File: config.mk
export PLATFORM = sky130hd
export DESIGN_NAME = prs_reset_ctrl
export DESIGN_NICKNAME = d
export VERILOG_FILES = /design/src/hw/prs_pkg.sv /design/src/hw/prs_reset_ctrl.sv
export SDC_FILE = /design/constraint.sdc
export NUM_CORES = 1
export LEC_CHECK = 0
export BUFFER_PORTS_ARGS = -buffer_cell sky130_fd_sc_hd__buf_2
export CORE_MARGIN = 5
export CORE_UTILIZATION = 31
export DETAILED_ROUTE_END_ITERATION = 10
export MAX_ROUTING_LAYER = met4
export SKIP_LAST_GASP = 1
export SYNTH_ARGS = -nofsm -noshare
export SYNTH_HDL_FRONTEND = slang
export SYNTH_SLANG_ARGS = --single-unit
File: constraint.sdc
create_clock -name i_clock -period 7 [get_ports i_clock]
set_input_delay 1.4 -clock i_clock [delete_from_list [all_inputs] [get_ports i_clock]]
set_output_delay 1.4 -clock i_clock [all_outputs]
set_load 0.05 [all_outputs]
File: src/hw/prs_pkg.sv
// constants shared by the power-on and supply-monitor reset block
package prs_pkg;

  // register map (plain register port, printed offsets)
  localparam logic [7:0] CTRL_OFFSET    = 8'hff;
  localparam logic [7:0] CAUSE_OFFSET   = 8'hef;
  localparam logic [7:0] STATUS_OFFSET  = 8'he0;
  localparam logic [7:0] MASK_OFFSET    = 8'he1;

  // supply_monitor_control fields
  localparam int CTRL_EN_BIT   = 7;
  localparam int CTRL_LIVE_BIT = 6;
  // reset_cause_register fields
  localparam int CAUSE_PIN_BIT = 0;
  localparam int CAUSE_POR_BIT = 1;

  // event status / mask layout
  localparam int EV_WIDTH      = 4;
  localparam int EV_POR_BIT    = 0;
  localparam int EV_PIN_BIT    = 1;
  localparam int EV_SUP_BIT    = 2;
  localparam int EV_EARLY_BIT  = 3;

  // reset values
  localparam logic                EN_RESET     = 1'b1;
  localparam logic                SEL_RESET    = 1'b0;
  localparam logic [EV_WIDTH-1:0] STATUS_RESET = 4'h0;
  localparam logic [EV_WIDTH-1:0] MASK_RESET   = 4'h0;
  localparam logic [15:0]         RESET_VECTOR = 16'h0000;

  // timing
  localparam int CLK_PERIOD_NS   = 4;
  localparam int POR_DELAY_NS    = 300000;
  localparam int POR_DELAY_CYC   = POR_DELAY_NS / CLK_PERIOD_NS;
  localparam int MON_SETTLE_NS   = 100;
  localparam int MON_SETTLE_CYC  = (MON_SETTLE_NS + CLK_PERIOD_NS - 1) / CLK_PERIOD_NS;
  localparam int POR_CNT_W       = 17;
  localparam int SETTLE_CNT_W    = 8;

  typedef enum logic [2:0] {
    ST_POR_WAIT  = 3'b000,
    ST_POR_DELAY = 3'b001,
    ST_RUN       = 3'b010,
    ST_SUP_HOLD  = 3'b011,
    ST_PIN_HOLD  = 3'b100,
    ST_SYS_RST   = 3'b101
  } prs_state_e;

endpackage

File: src/hw/prs_reset_ctrl.sv
// power-on and supply-monitor reset sequencer with its registers
`timescale 1ns/1ns
`default_nettype none

module prs_reset_ctrl #(
  parameter int unsigned P_POR_DELAY_CYC = prs_pkg::POR_DELAY_CYC
) (
  input  wire logic       i_clock,
  input  wire logic       i_rst_n,
  input  wire logic       i_supply_above,
  input  wire logic       i_rst_pin,
  input  wire logic [7:0] i_addr,
  input  wire logic [7:0] i_wdata,
  input  wire logic       i_wr,
  input  wire logic       i_rd,
  output var  logic [7:0] o_rdata,
  output var  logic       o_rst_pin_o,
  output var  logic       o_rst_pin_oe,
  output var  logic       o_core_rst_n,
  output var  logic [15:0] o_restart_addr,
  output var  logic       o_irq
);
  import prs_pkg::*;

  prs_state_e              state_q,   state_d;
  logic [POR_CNT_W-1:0]    cnt_q,     cnt_d;
  logic [SETTLE_CNT_W-1:0] settle_q,  settle_d;
  logic                    por_q,     por_d;
  logic                    pin_q,     pin_d;
  logic                    en_q,      en_d;
  logic                    sel_q,     sel_d;
  logic [EV_WIDTH-1:0]     st_q,      st_d;
  logic [EV_WIDTH-1:0]     mask_q,    mask_d;
  logic [7:0]              rdata_q,   rdata_d;
  logic                    pin_oe_q,  pin_oe_d;
  logic                    core_q,    core_d;
  logic                    irq_q,     irq_d;
  logic [EV_WIDTH-1:0]     ev;
  logic                    settled;
  logic                    sup_fail;

  function automatic logic hit(input logic [7:0] addr, input logic [7:0] offs);
    hit = (addr == offs);
  endfunction

  // the monitor can only be selected once the turn-on time has passed
  assign settled  = en_q && (settle_q == SETTLE_CNT_W'(MON_SETTLE_CYC));
  // a disabled or unselected monitor never resets the core, however low the supply
  assign sup_fail = en_q && sel_q && !i_supply_above;

  always_comb begin
    state_d  = state_q;
    cnt_d    = cnt_q;
    settle_d = settle_q;
    por_d    = por_q;
    pin_d    = pin_q;
    en_d     = en_q;
    sel_d    = sel_q;
    mask_d   = mask_q;
    ev       = '0;

    // turn-on timer runs while the monitor is on, restarts when switched off
    if (!en_q) begin
      settle_d = '0;
    end else if (!settled) begin
      settle_d = settle_q + SETTLE_CNT_W'(1);
    end

    case (state_q)
      ST_POR_WAIT: begin
        if (i_supply_above) begin
          state_d = ST_POR_DELAY;
          cnt_d   = '0;
        end
      end
      ST_POR_DELAY: begin
        if (!i_supply_above) begin
          state_d = ST_POR_WAIT;
        end else if (cnt_q == POR_CNT_W'(P_POR_DELAY_CYC - 1)) begin
          state_d          = ST_RUN;
          por_d            = 1'b1;
          pin_d            = 1'b0;
          ev[EV_POR_BIT]   = 1'b1;
        end else begin
          cnt_d = cnt_q + POR_CNT_W'(1);
        end
      end
      ST_RUN: begin
        if (i_wr && hit(i_addr, CAUSE_OFFSET) && i_wdata[CAUSE_PIN_BIT]) begin
          // software-forced power-on reset
          state_d  = ST_POR_WAIT;
          en_d     = 1'b1;
          sel_d    = 1'b0;
          settle_d = '0;
        end else if (sup_fail) begin
          state_d        = ST_SUP_HOLD;
          ev[EV_SUP_BIT] = 1'b1;
        end else if (!i_rst_pin) begin
          state_d = ST_PIN_HOLD;
        end else if (i_wr && hit(i_addr, CAUSE_OFFSET) && i_wdata[CAUSE_POR_BIT] && !settled) begin
          // selecting an unsettled monitor gives a reset, not a silent select
          state_d          = ST_SYS_RST;
          ev[EV_EARLY_BIT] = 1'b1;
        end else if (i_wr) begin
          if (hit(i_addr, CAUSE_OFFSET)) begin
            sel_d = i_wdata[CAUSE_POR_BIT];
          end
          if (hit(i_addr, CTRL_OFFSET)) begin
            en_d = i_wdata[CTRL_EN_BIT];
          end
          if (hit(i_addr, MASK_OFFSET)) begin
            mask_d = i_wdata[EV_WIDTH-1:0];
          end
        end
      end
      ST_SUP_HOLD: begin
        // released through the power-on delay once the supply is back
        if (i_supply_above) begin
          state_d = ST_POR_DELAY;
          cnt_d   = '0;
        end
      end
      ST_PIN_HOLD: begin
        // the pin is not ours here, so its own level ends the hold
        if (i_rst_pin) begin
          state_d        = ST_RUN;
          pin_d          = 1'b1;
          por_d          = 1'b0;
          sel_d          = 1'b0;
          ev[EV_PIN_BIT] = 1'b1;
        end
      end
      ST_SYS_RST: begin
        // one cycle is enough for the core to restart; the enable is left alone
        state_d = ST_RUN;
        por_d   = 1'b0;
        pin_d   = 1'b0;
        sel_d   = 1'b0;
      end
      default: begin
        state_d = ST_POR_WAIT;
      end
    endcase

    // sticky events: a set in the clearing cycle survives
    st_d = st_q;
    if (i_rd && hit(i_addr, STATUS_OFFSET)) begin
      st_d = '0;
    end
    st_d  = st_d | ev;
    irq_d = |(st_d & mask_d);

    // pin is driven only for power-type resets, core held whenever not running
    pin_oe_d = (state_d == ST_POR_WAIT) || (state_d == ST_POR_DELAY)
            || (state_d == ST_SUP_HOLD);
    core_d   = (state_d == ST_RUN);

    // reads answer in every state; writes only count while running
    rdata_d = 8'h00;
    if (i_rd) begin
      if (hit(i_addr, CTRL_OFFSET)) begin
        rdata_d[CTRL_EN_BIT]   = en_q;
        rdata_d[CTRL_LIVE_BIT] = i_supply_above;
      end else if (hit(i_addr, CAUSE_OFFSET)) begin
        rdata_d[CAUSE_POR_BIT] = por_q;
        rdata_d[CAUSE_PIN_BIT] = pin_q;
      end else if (hit(i_addr, STATUS_OFFSET)) begin
        rdata_d[EV_WIDTH-1:0] = st_q;
      end else if (hit(i_addr, MASK_OFFSET)) begin
        rdata_d[EV_WIDTH-1:0] = mask_q;
      end
    end
  end

  always_ff @(posedge i_clock) begin
    if (!i_rst_n) begin
      state_q  <= ST_POR_WAIT;
      cnt_q    <= '0;
      settle_q <= '0;
      por_q    <= 1'b0;
      pin_q    <= 1'b0;
      en_q     <= EN_RESET;
      sel_q    <= SEL_RESET;
      st_q     <= STATUS_RESET;
      mask_q   <= MASK_RESET;
      rdata_q  <= 8'h00;
      pin_oe_q <= 1'b1;
      core_q   <= 1'b0;
      irq_q    <= 1'b0;
    end else begin
      state_q  <= state_d;
      cnt_q    <= cnt_d;
      settle_q <= settle_d;
      por_q    <= por_d;
      pin_q    <= pin_d;
      en_q     <= en_d;
      sel_q    <= sel_d;
      st_q     <= st_d;
      mask_q   <= mask_d;
      rdata_q  <= rdata_d;
      pin_oe_q <= pin_oe_d;
      core_q   <= core_d;
      irq_q    <= irq_d;
    end
  end

  // open-drain pin: the driven level is always low
  always_ff @(posedge i_clock) begin
    o_rst_pin_o    <= 1'b0;
    o_restart_addr <= RESET_VECTOR;
  end

  assign o_rdata      = rdata_q;
  assign o_rst_pin_oe = pin_oe_q;
  assign o_core_rst_n = core_q;
  assign o_irq        = irq_q;
endmodule

`default_nettype wire

After elaboration in Yosys (flattened, before gate mapping)
Cells that the tools add are included.

storage, ports and cells
  input bits = 22
  logic and storage cells = 137
  output and inout bits = 28
  flip-flop bits (word level) = 51

operators by class
  equality and inequality tests = 26
  multiplexer cells = 60
  bitwise gates (word level) = 4
  reductions and logical operators = 29
  add/sub/neg operators = 2

operator list
  operator                                             number
  2-to-1 mux 17 bit                                    3
  2-to-1 mux 4 bit                                     10
  case mux 17 bit (2 select lines)                     1
  equality test 8 bit, second input constant           4
  2-to-1 mux 8 bit                                     4
  2-to-1 mux 1 bit                                     27
  2-to-1 mux 3 bit                                     8
  adder 17 x 1 -> 17 bit, second input constant        1
  equality test 17 bit, second input constant          1
  inequality test 3 bit, second input constant         5
  case mux 3 bit (5 select lines)                      1
  equality test 3 x 2 -> 1 bit, second input constant  4
  inequality test 2 bit, second input constant         5
  case mux 1 bit (3 select lines)                      3
  adder 8 x 1 -> 8 bit, second input constant          1
  equality test 8 x 5 -> 1 bit, second input constant  1
  logical AND 1 bit                                    8
  AND reduction 4 bit                                  2
  nonzero test 2 bit                                   4
  OR reduction 4 bit                                   2
  AND reduction 7 bit                                  1
  equality test 3 x 1 -> 1 bit, second input constant  2
  equality test 3 bit, second input constant           2
  logical NOT 3 bit                                    2
  other kinds (12)                                     19

Depth between registers and ports, before layout
Gate-level depths: netlist of run 1.

  depth after elaboration = 12
  mapped depth = 11
  gate-level depth less buffers = 8

Worst setup path after synthesis of run 1
No wires, ideal clock.

  kind = input to register
  start = input i_addr[4]
  end = register irq_q (netlist: o_irq)
  buffers on the path = 1
  stages = 7
  library setup time = 115 ps
  required time = 6885 ps
  setup slack = 3693 ps
  arrival time = 3193 ps
  cells stage by stage = nand4b_4 > or4_1 > buf_2 > nor3_2 > mux2_2 > a22o_1 > o21a_1

between the ends
  word-level cells in the longest chain between the ends = 12
  elaborated cells on any way between the ends = 24
  those cells by class = eq/ne (3); mux (13); bitwise (2); reduce/logical (6)

ends and longest elaborated chain
  what                             line                                         source
  start, declared                  prs_reset_ctrl.sv:12                         input wire logic [7:0] i_addr,
  equality test 8 bit              prs_reset_ctrl.sv:43                         hit = (addr == offs);
  logical AND 1 bit                prs_reset_ctrl.sv:89, prs_reset_ctrl.sv:100
  logical AND 1 bit (2 in series)  prs_reset_ctrl.sv:100                        end else if (i_wr && hit(i_addr, CAUSE_OFFSET) && i_wdata[CAUSE_POR_BIT] && !settled) begin
  2-to-1 mux 1 bit                 prs_reset_ctrl.sv:100
  2-to-1 mux 1 bit                 prs_reset_ctrl.sv:98                         end else if (!i_rst_pin) begin
  2-to-1 mux 1 bit                 prs_reset_ctrl.sv:95                         end else if (sup_fail) begin
  2-to-1 mux 2 bit                 prs_reset_ctrl.sv:89                         if (i_wr && hit(i_addr, CAUSE_OFFSET) && i_wdata[CAUSE_PIN_BIT]) begin
  2-to-1 mux 2 bit                 prs_reset_ctrl.sv:69                         case (state_q)
  OR 4 bit                         prs_reset_ctrl.sv:150                        st_d = st_d | ev;
  bitwise AND 4 bit (*)            prs_reset_ctrl.sv:151                        irq_d = |(st_d & mask_d);
  OR reduction 4 bit (*)           prs_reset_ctrl.sv:151
  end signal, assigned             prs_reset_ctrl.sv:203                        irq_q <= irq_d;
  end, declared                    prs_reset_ctrl.sv:37                         logic irq_q, irq_d;

Every way passes the cells marked *; elsewhere a longest branch is shown, timed or not.
A chain may end at the register's enable or synchronous reset.

==> results of run 1 <==
layout make-up:
cell class	count	area, µm²	share of cell area, %
Multi-Input combinational cell	247	1520	52.9
Sequential cell	49	981	34.2
Timing Repair Buffer	28	143	4.97
Tap cell	105	131	4.58
Clock buffer	6	72.6	2.53
Inverter	4	15.0	0.523
Clock inverter	2	10.0	0.349
power by group through the flow:
| stage | Clock, W | Combinational [W] | Sequential [W] |
|---|---|---|---|
| after floorplan | 0 | 0.0000474 | 0.000289 |
| after global placement | 0 | 0.0000498 | 0.000290 |
| final | 0.000162 | 0.0000507 | 0.000284 |
| after CTS | 0.000171 | 0.0000504 | 0.000284 |
| after global routing | 0.000181 | 0.0000543 | 0.000284 |
| after detailed placement | 0 | 0.0000503 | 0.000290 |
cells in the mapped netlist, types with 3 or more instances:
cell type,count
sky130_fd_sc_hd__ha_1,3
sky130_fd_sc_hd__or3_1,7
sky130_fd_sc_hd__dfxtp_1,49
sky130_fd_sc_hd__and2_1,4
sky130_fd_sc_hd__nor2_1,29
sky130_fd_sc_hd__nand2_1,24
sky130_fd_sc_hd__buf_4,19
sky130_fd_sc_hd__or4_1,8
sky130_fd_sc_hd__buf_2,4
sky130_fd_sc_hd__nor3_2,3
sky130_fd_sc_hd__mux2i_1,7
sky130_fd_sc_hd__a21oi_1,16
sky130_fd_sc_hd__nand3b_1,3
sky130_fd_sc_hd__nand4_1,7
sky130_fd_sc_hd__nand2b_1,5
sky130_fd_sc_hd__o31ai_1,5
sky130_fd_sc_hd__o211ai_1,4
sky130_fd_sc_hd__o21ai_0,10
sky130_fd_sc_hd__nor3_1,13
sky130_fd_sc_hd__and3_1,4
sky130_fd_sc_hd__xnor2_1,3
sky130_fd_sc_hd__xor2_1,5
sky130_fd_sc_hd__clkbuf_1,6
sky130_fd_sc_hd__nor4_1,3
sky130_fd_sc_hd__nor2b_1,9
sky130_fd_sc_hd__nand3_1,16
sky130_fd_sc_hd__inv_1,4
stage by stage:
stage / hold slack (ps) / power (W) / util [%] / instance area [µm²] / instances
after floorplan: 445 / 0.000336 / - / 2710 / 330
after global placement: 461 / 0.000340 / 33.8 / 2790 / 433
after detailed placement: 463 / 0.000341 / 33.8 / 2790 / 433
after CTS: 479 / 0.000505 / 34.8 / 2870 / 441
after global routing: 526 / 0.000519 / 34.8 / 2870 / 441
final: 474 / 0.000497 / 34.8 / 2870 / 441
sequential cells by signal, indices dropped and copies added (netlist names), 3 cells and up:
| signal | cells |
|---|---|
| cnt_q | 17 |
| st_q | 4 |
| settle_q | 8 |
| state_q | 3 |
| mask_q | 4 |
| o_rdata | 6 |
worst paths after layout:
kind	startpoint	end	slack (ps)
worst max-delay path	i_addr[0]	cnt_q[13]	3220
worst min-delay path	sel_q	sel_q	470
worst max register to register	settle_q[1]	cnt_q[13]	4080
worst min register to register	sel_q	sel_q	470
routing by layer:
metal  track usage, %  up-vias  wire length [µm]
met4             3.03        0                65
met1             14.8     1047              2830
met3             2.46        7               198
met5                -        -                 0
li1                 -     1139                 -
met2             19.5       44              2680
logic make-up after synthesis:
logic type                 share of synthesized area (%)
muxes                                               3.50
and+or+nand+nor                                     32.1
adders and majority gates                           1.42
DFF                                                 37.1
AOI/OAI and AO/OA                                   15.0
xor gates and xnor gates                            2.65
buffers and inverters                               8.00
other                                              0.142
worst register-to-register path, cell delays in order (launching register included):
cell and delay (ps):
sky130_fd_sc_hd__dfxtp_1 390, sky130_fd_sc_hd__inv_1 60, sky130_fd_sc_hd__ha_1 180, sky130_fd_sc_hd__nand4bb_1 100
sky130_fd_sc_hd__or2_0 360, sky130_fd_sc_hd__a311o_1 300, sky130_fd_sc_hd__nand4_1 600, sky130_fd_sc_hd__or4_1 710
sky130_fd_sc_hd__a21oi_1 150
==> impl_results.md, run 1 <==
- Final Routed Wirelength: just under 6 mm
- Most common library cell in the layout ignoring fill and taps: sky130_fd_sc_hd__dfxtp_1
- Number of diodes added for antenna fixing: 0
- 1st-iter DRT viols: slightly above 80
- Final worst-path setup slack: between 3000 and 4000 ps
- Clk Tree Root Cell: sky130_fd_sc_hd__clkbuf_8
- # Max-Cap Violations: 0
- Sequential share of power: around 57%
- Total net switching power: 0.000135 W
- Count of flip-flops with a built-in enable after synthesis: 0
- Power density cells: around 170 nW/µm²
- Critical path cell sequence: buf_2 -> nand4_2 -> nor3_2 -> a311o_1 -> nand4_1 -> or4_1 -> a21oi_1
- Clock tree skew after final layout: just over 5 ps
- Peak VDD IR: between 0.07 and 0.08 mV
- Layout overhead on the synthesized area: 8.62%
- Unrepaired setup endpoints after global routing: false
- Number of antenna violations at the first check in global routing: 0
- Clock share of power: about a third
- CP Max Fanout: 22
- Leftover overflow at the end of global routing: 0
- Mapped cell area: between 2000 and 3000 µm²
- # resized after CTS: 0
- Setup CP Type: input pin to flop
- Placer's final routability congestion estimate: approximately 0.86
- Effective utilization at floorplan: 32.0%
- CP startpoint kind: input pin
- Post-CTS setup buffer count: 0
- Yosys warns: 0
- Number of cells on the critical path: 7
- Port Buffers: 27
- Mean area per synthesized cell: ~8.5 µm²
- Max-slew violation total from the final report: 0
- Number of sinks on the clock net: 49
- Biggest area contributors in the synthesized netlist: sky130_fd_sc_hd__dfxtp_1, sky130_fd_sc_hd__buf_4, sky130_fd_sc_hd__nor2_1
- Standby leakage power: 1.07 nW
- Cell Rows: 33
- CTS tree: built
- Syn Inst Count: 312
- Drt pass-1 iters: 4
- Cell type contributing the most total cell area after synthesis: sky130_fd_sc_hd__dfxtp_1
- Synthesis-stage register bit count: 49
- TritonCTS buffer count: 5
- Endpoint arrival time on the critical path: about 4000 ps
- Sw Share: between 20% and 30%
- Total number of nets in the final design: 360
- Worst slack after detailed placement: around 3000 ps
- Post-detailed-route via-to-cell ratio: roughly 5.1
- Slowest Stage Delay on Critical Path: just over 700 ps
- Class of the tightest hold or removal check: flop to flop
- Total Die Area: roughly 10,000 µm²
- Result of the run: completed
- Post-DRT Antenna Nets: 0
- Fraction of final layout cells with drive strength greater than 1: around 15%
- Chip Width: between 100 and 150 µm
- First-pass GRT wire length: between 9 and 10 mm
- DRC violations left: 0
- Commonest cells after routing, fill and taps aside: sky130_fd_sc_hd__dfxtp_1, sky130_fd_sc_hd__nor2_1, sky130_fd_sc_hd__buf_2
- Max transition margin: roughly half
- Number of buffers inserted by hold repair at cts: 0
- Buffer and inverter count on the worst path: 1
- Data required time of the worst path: roughly 7200 ps
- Pin count of the biggest net entering global routing: 24
- Prevailing post-synth register cell: sky130_fd_sc_hd__dfxtp_1
- Internal power component: around 0.00036 W
- Gate power share: 10.2%
- Depth of the worst register-to-register path: 8
- Detailed Place HPWL: 4.34 mm
- Async SR Flop Fraction: 0%
- Share of the clock period used by the worst path after layout: roughly 54%
- Clock insertion delay at the later pin of the skew report: 300 ps
- Actual slew at the worst max-slew pin: 731 ps
- Final sum of negative setup slack: 0 ps
- Achievable clock frequency: 265 MHz
- Worst-path cell with the longest stage delay: sky130_fd_sc_hd__or4_1
- Share of the synthesized area in the top cell type: around 37%
- Distinct cell type count after synthesis: 59
- Number of buffers on the longest clock path: 2
- Vias in the first global route: roughly 2,100
- Placeable core region: roughly 8300 µm²
- Crit. End Element: flop
- Clock slew at reported path FFs: 90 ps
- Combined global-route utilization of all metal layers: about an eighth
- Depth of the worst hold-timing path: 2
- Height of the chip: between 100 and 150 µm
- Top Ports: 50
- Hold violation total from the final report: 0
- Wire per inst: between 10 and 15 µm
- Depth of the CTS H-tree: 2
- Final-layout fill cell count: 875
- Minimum period implied by the final worst setup slack: 3780 ps
- Sequential cell area fraction in the yosys report: between 30% and 40%
- Count of vias placed by the detailed router: around 2,200
- Setup-violating endpoint count in the final report: 0
- Top Family by Delay on Critical Path: simple AND/OR/NAND/NOR gates
No activity file was read; power rests on OpenSTA's default activity.
==> run 2: changes to the inputs <==
==> constraint.sdc (replaced) <==
create_clock -name i_clock -period 3.3 [get_ports i_clock]
set_input_delay 0.66 -clock i_clock [delete_from_list [all_inputs] [get_ports i_clock]]
set_output_delay 0.66 -clock i_clock [all_outputs]
set_load 0.05 [all_outputs]
==> run 2 against run 1 <==
Compared with the run above: non-clock buffer count is 3 higher; first-iteration DRC count is 19% lower; sequential share of layout area is 0.28 points lower; hold slack worse by 3.8 ps; setup slack worse by 2500 ps; flip-flop and latch count stayed put; critical path depth stayed put; cell count is 0.68% higher; utilization is 0.29 points higher; clock skew is 8.0 ps higher.
==> impl_results.md, run 2 (synthesis gave the netlist of run 1 again) <==
- Achievable clock frequency: 391 MHz
- Top Ports: 50 (unchanged)
- Final-layout fill cell count: 862 (was 875)
- Most congested layer reported by global routing: met2 (unchanged)
- 1st-iter DRT viols: 66 (was 81)
- Met3 GRT Util: 2.05% (was 2.46%)
- Number of diodes added for antenna fixing: 0 (unchanged)
- Clk Tree Root Cell: sky130_fd_sc_hd__clkbuf_8 (unchanged)
- Height of the chip: 102 µm (unchanged)
- Global Route met1 Usage: 14.8% (about the same)
- Total power: 0.00106 W (was 0.000497 W)
- Detailed Place HPWL: 4.38 mm (was 4.34 mm)
- Count of vias placed by the detailed router: 2,267 (was 2,237)
- Pin count of the biggest net entering global routing: 23 (was 24)
- Total Die Area: 10,500 µm² (unchanged)
- Placer's final routability congestion estimate: 0.845 (was 0.856)
- Leftover overflow at the end of global routing: 0 (unchanged)
- Number of buffers inserted by hold repair at cts: 0 (unchanged)
- Register bank with the most flops: cnt_q (unchanged)
- Most common library cell in the layout ignoring fill and taps: sky130_fd_sc_hd__dfxtp_1 (unchanged)
- Layout overhead on the synthesized area: 9.52% (was 8.62%)
- Vias in the first global route: 2,229 (was 2,133)
- Depth of the CTS H-tree: 2 (unchanged)
- Number of buffers on the longest clock path: 2 (unchanged)
- Share of the clock period used by the worst path after layout: slightly below 80%
- Effective utilization at floorplan: 32.0% (unchanged)
- Crit. End Element: flop (unchanged)
- Minimum period implied by the final worst setup slack: ~2600 ps
- Global-route met2 utilization: 19.6% (was 19.5%)
- Number of antenna violations at the first check in global routing: 0 (unchanged)
- CTS tree: built (unchanged)
- TritonCTS buffer count: 5 (unchanged)
- Chip Width: 102 µm (unchanged)
- Placeable core region: 8260 µm² (unchanged)
- Combined global-route utilization of all metal layers: 12.0% (was 11.8%)
- # resized after CTS: 0 (unchanged)
- Drt pass-1 iters: 4 (unchanged)
- First-pass GRT wire length: 9.93 mm (was 9.77 mm)
- CP Max Fanout: 6 (was 22)
- Clock slew at reported path FFs: 90 ps (about the same)
- Standby leakage power: 1.07 nW (about the same)
- Clock insertion delay at the later pin of the skew report: 310 ps (was 300 ps)
- Cell Rows: 33 (unchanged)
- Data required time of the worst path: 3510 ps (was 7230 ps)
- Max transition margin: 59.1% (was 51.1%)
- Power density cells: 365 nW/µm² (was 173 nW/µm²)
- Fraction of final layout cells with drive strength greater than 1: 15.0% (was 14.6%)
- Class of the tightest hold or removal check: flop to flop (unchanged)
- Max FFs per register: 17 (unchanged)
- Hold violation total from the final report: 0 (unchanged)
- Setup CP Type: input pin to flop (unchanged)
- Clock tree skew after final layout: 13.0 ps (was 5.05 ps)
- Number of sinks on the clock net: 49 (unchanged)
- Post-CTS setup buffer count: 0 (unchanged)
- Actual slew at the worst max-slew pin: 609 ps (was 731 ps)
- CP startpoint kind: input pin (unchanged)
- Wire per inst: 12.9 µm (was 13.1 µm)
- Final Routed Wirelength: 5.71 mm (was 5.78 mm)
- Port Buffers: 27 (unchanged)
- Unrepaired setup endpoints after global routing: false (unchanged)
- # Max-Cap Violations: 0 (unchanged)
- Commonest cells after routing, fill and taps aside: sky130_fd_sc_hd__dfxtp_1, sky130_fd_sc_hd__nor2_1, sky130_fd_sc_hd__buf_2 (unchanged)
- Max-slew violation total from the final report: 0 (unchanged)
- Setup-violating endpoint count in the final report: 0 (unchanged)
- Endpoint arrival time on the critical path: 2760 ps (was 4010 ps)
- Total number of nets in the final design: 363 (was 360)
- Post-DRT Antenna Nets: 0 (unchanged)
- Result of the run: completed (unchanged)
- Post-detailed-route via-to-cell ratio: 5.11 (was 5.07)
- Peak VDD IR: 0.172 mV (was 0.0747 mV)
- Final sum of negative setup slack: 0 ps (unchanged)
- DRC violations left: 0 (unchanged)
## run 2: stage by stage
step / cells / worst slack (ps) / utilization (%) / hold WS (ps) / instance area, µm²
after floorplan: 330 / 733 / - / 445 / 2710
after CTS: 444 / 760 / 35.0 / 474 / 2890
final: 444 / 744 / 35.0 / 471 / 2890
after global routing: 444 / 583 / 35.0 / 489 / 2890
after detailed placement: 436 / 440 / 34.0 / 462 / 2810
after global placement: 436 / 436 / 34.0 / 451 / 2810
## run 2: critical path, stage by stage
cell and delay (ps):
sky130_fd_sc_hd__buf_2 100, sky130_fd_sc_hd__nand4b_4 190, sky130_fd_sc_hd__or4_1 560, sky130_fd_sc_hd__nor3_2 450, sky130_fd_sc_hd__mux2_2 400, sky130_fd_sc_hd__a22o_1 230
sky130_fd_sc_hd__o21a_1 170
## run 2: worst paths after layout
| path | from | to | slack, ps | cells after the start |
|---|---|---|---|---|
| setup / recovery | i_addr[4] | o_irq | 740 | 7 |
| hold reg to reg | sel_q | sel_q | 470 | 2 |
| hold / removal | sel_q | sel_q | 470 | 2 |
| setup reg to reg | state_q[1] | o_irq | 770 | 6 |
## run 2: layer usage
layer  routed length, µm  vias to the layer above
met4                 100                        0
met1                2670                     1064
met3                 223                        9
li1                    -                     1148
met5                   0                        -
met2                2710                       46
## run 2: report_power, final
part           internal (W)  leakage, nW  switching [W]
clock network      0.000150       0.0385       0.000196
logic             0.0000248        0.640      0.0000836
registers          0.000595        0.396     0.00000642
## run 2: cell type report
class	count	area, µm²	share of cell area (%)
clock inverters	1	7.51	0.259
well taps	105	131	4.54
inverters	4	15.0	0.519
multi-input cells	247	1520	52.4
repair buffers	31	165	5.71
clock buffers	7	76.3	2.64
flip-flops and latches	49	981	33.9
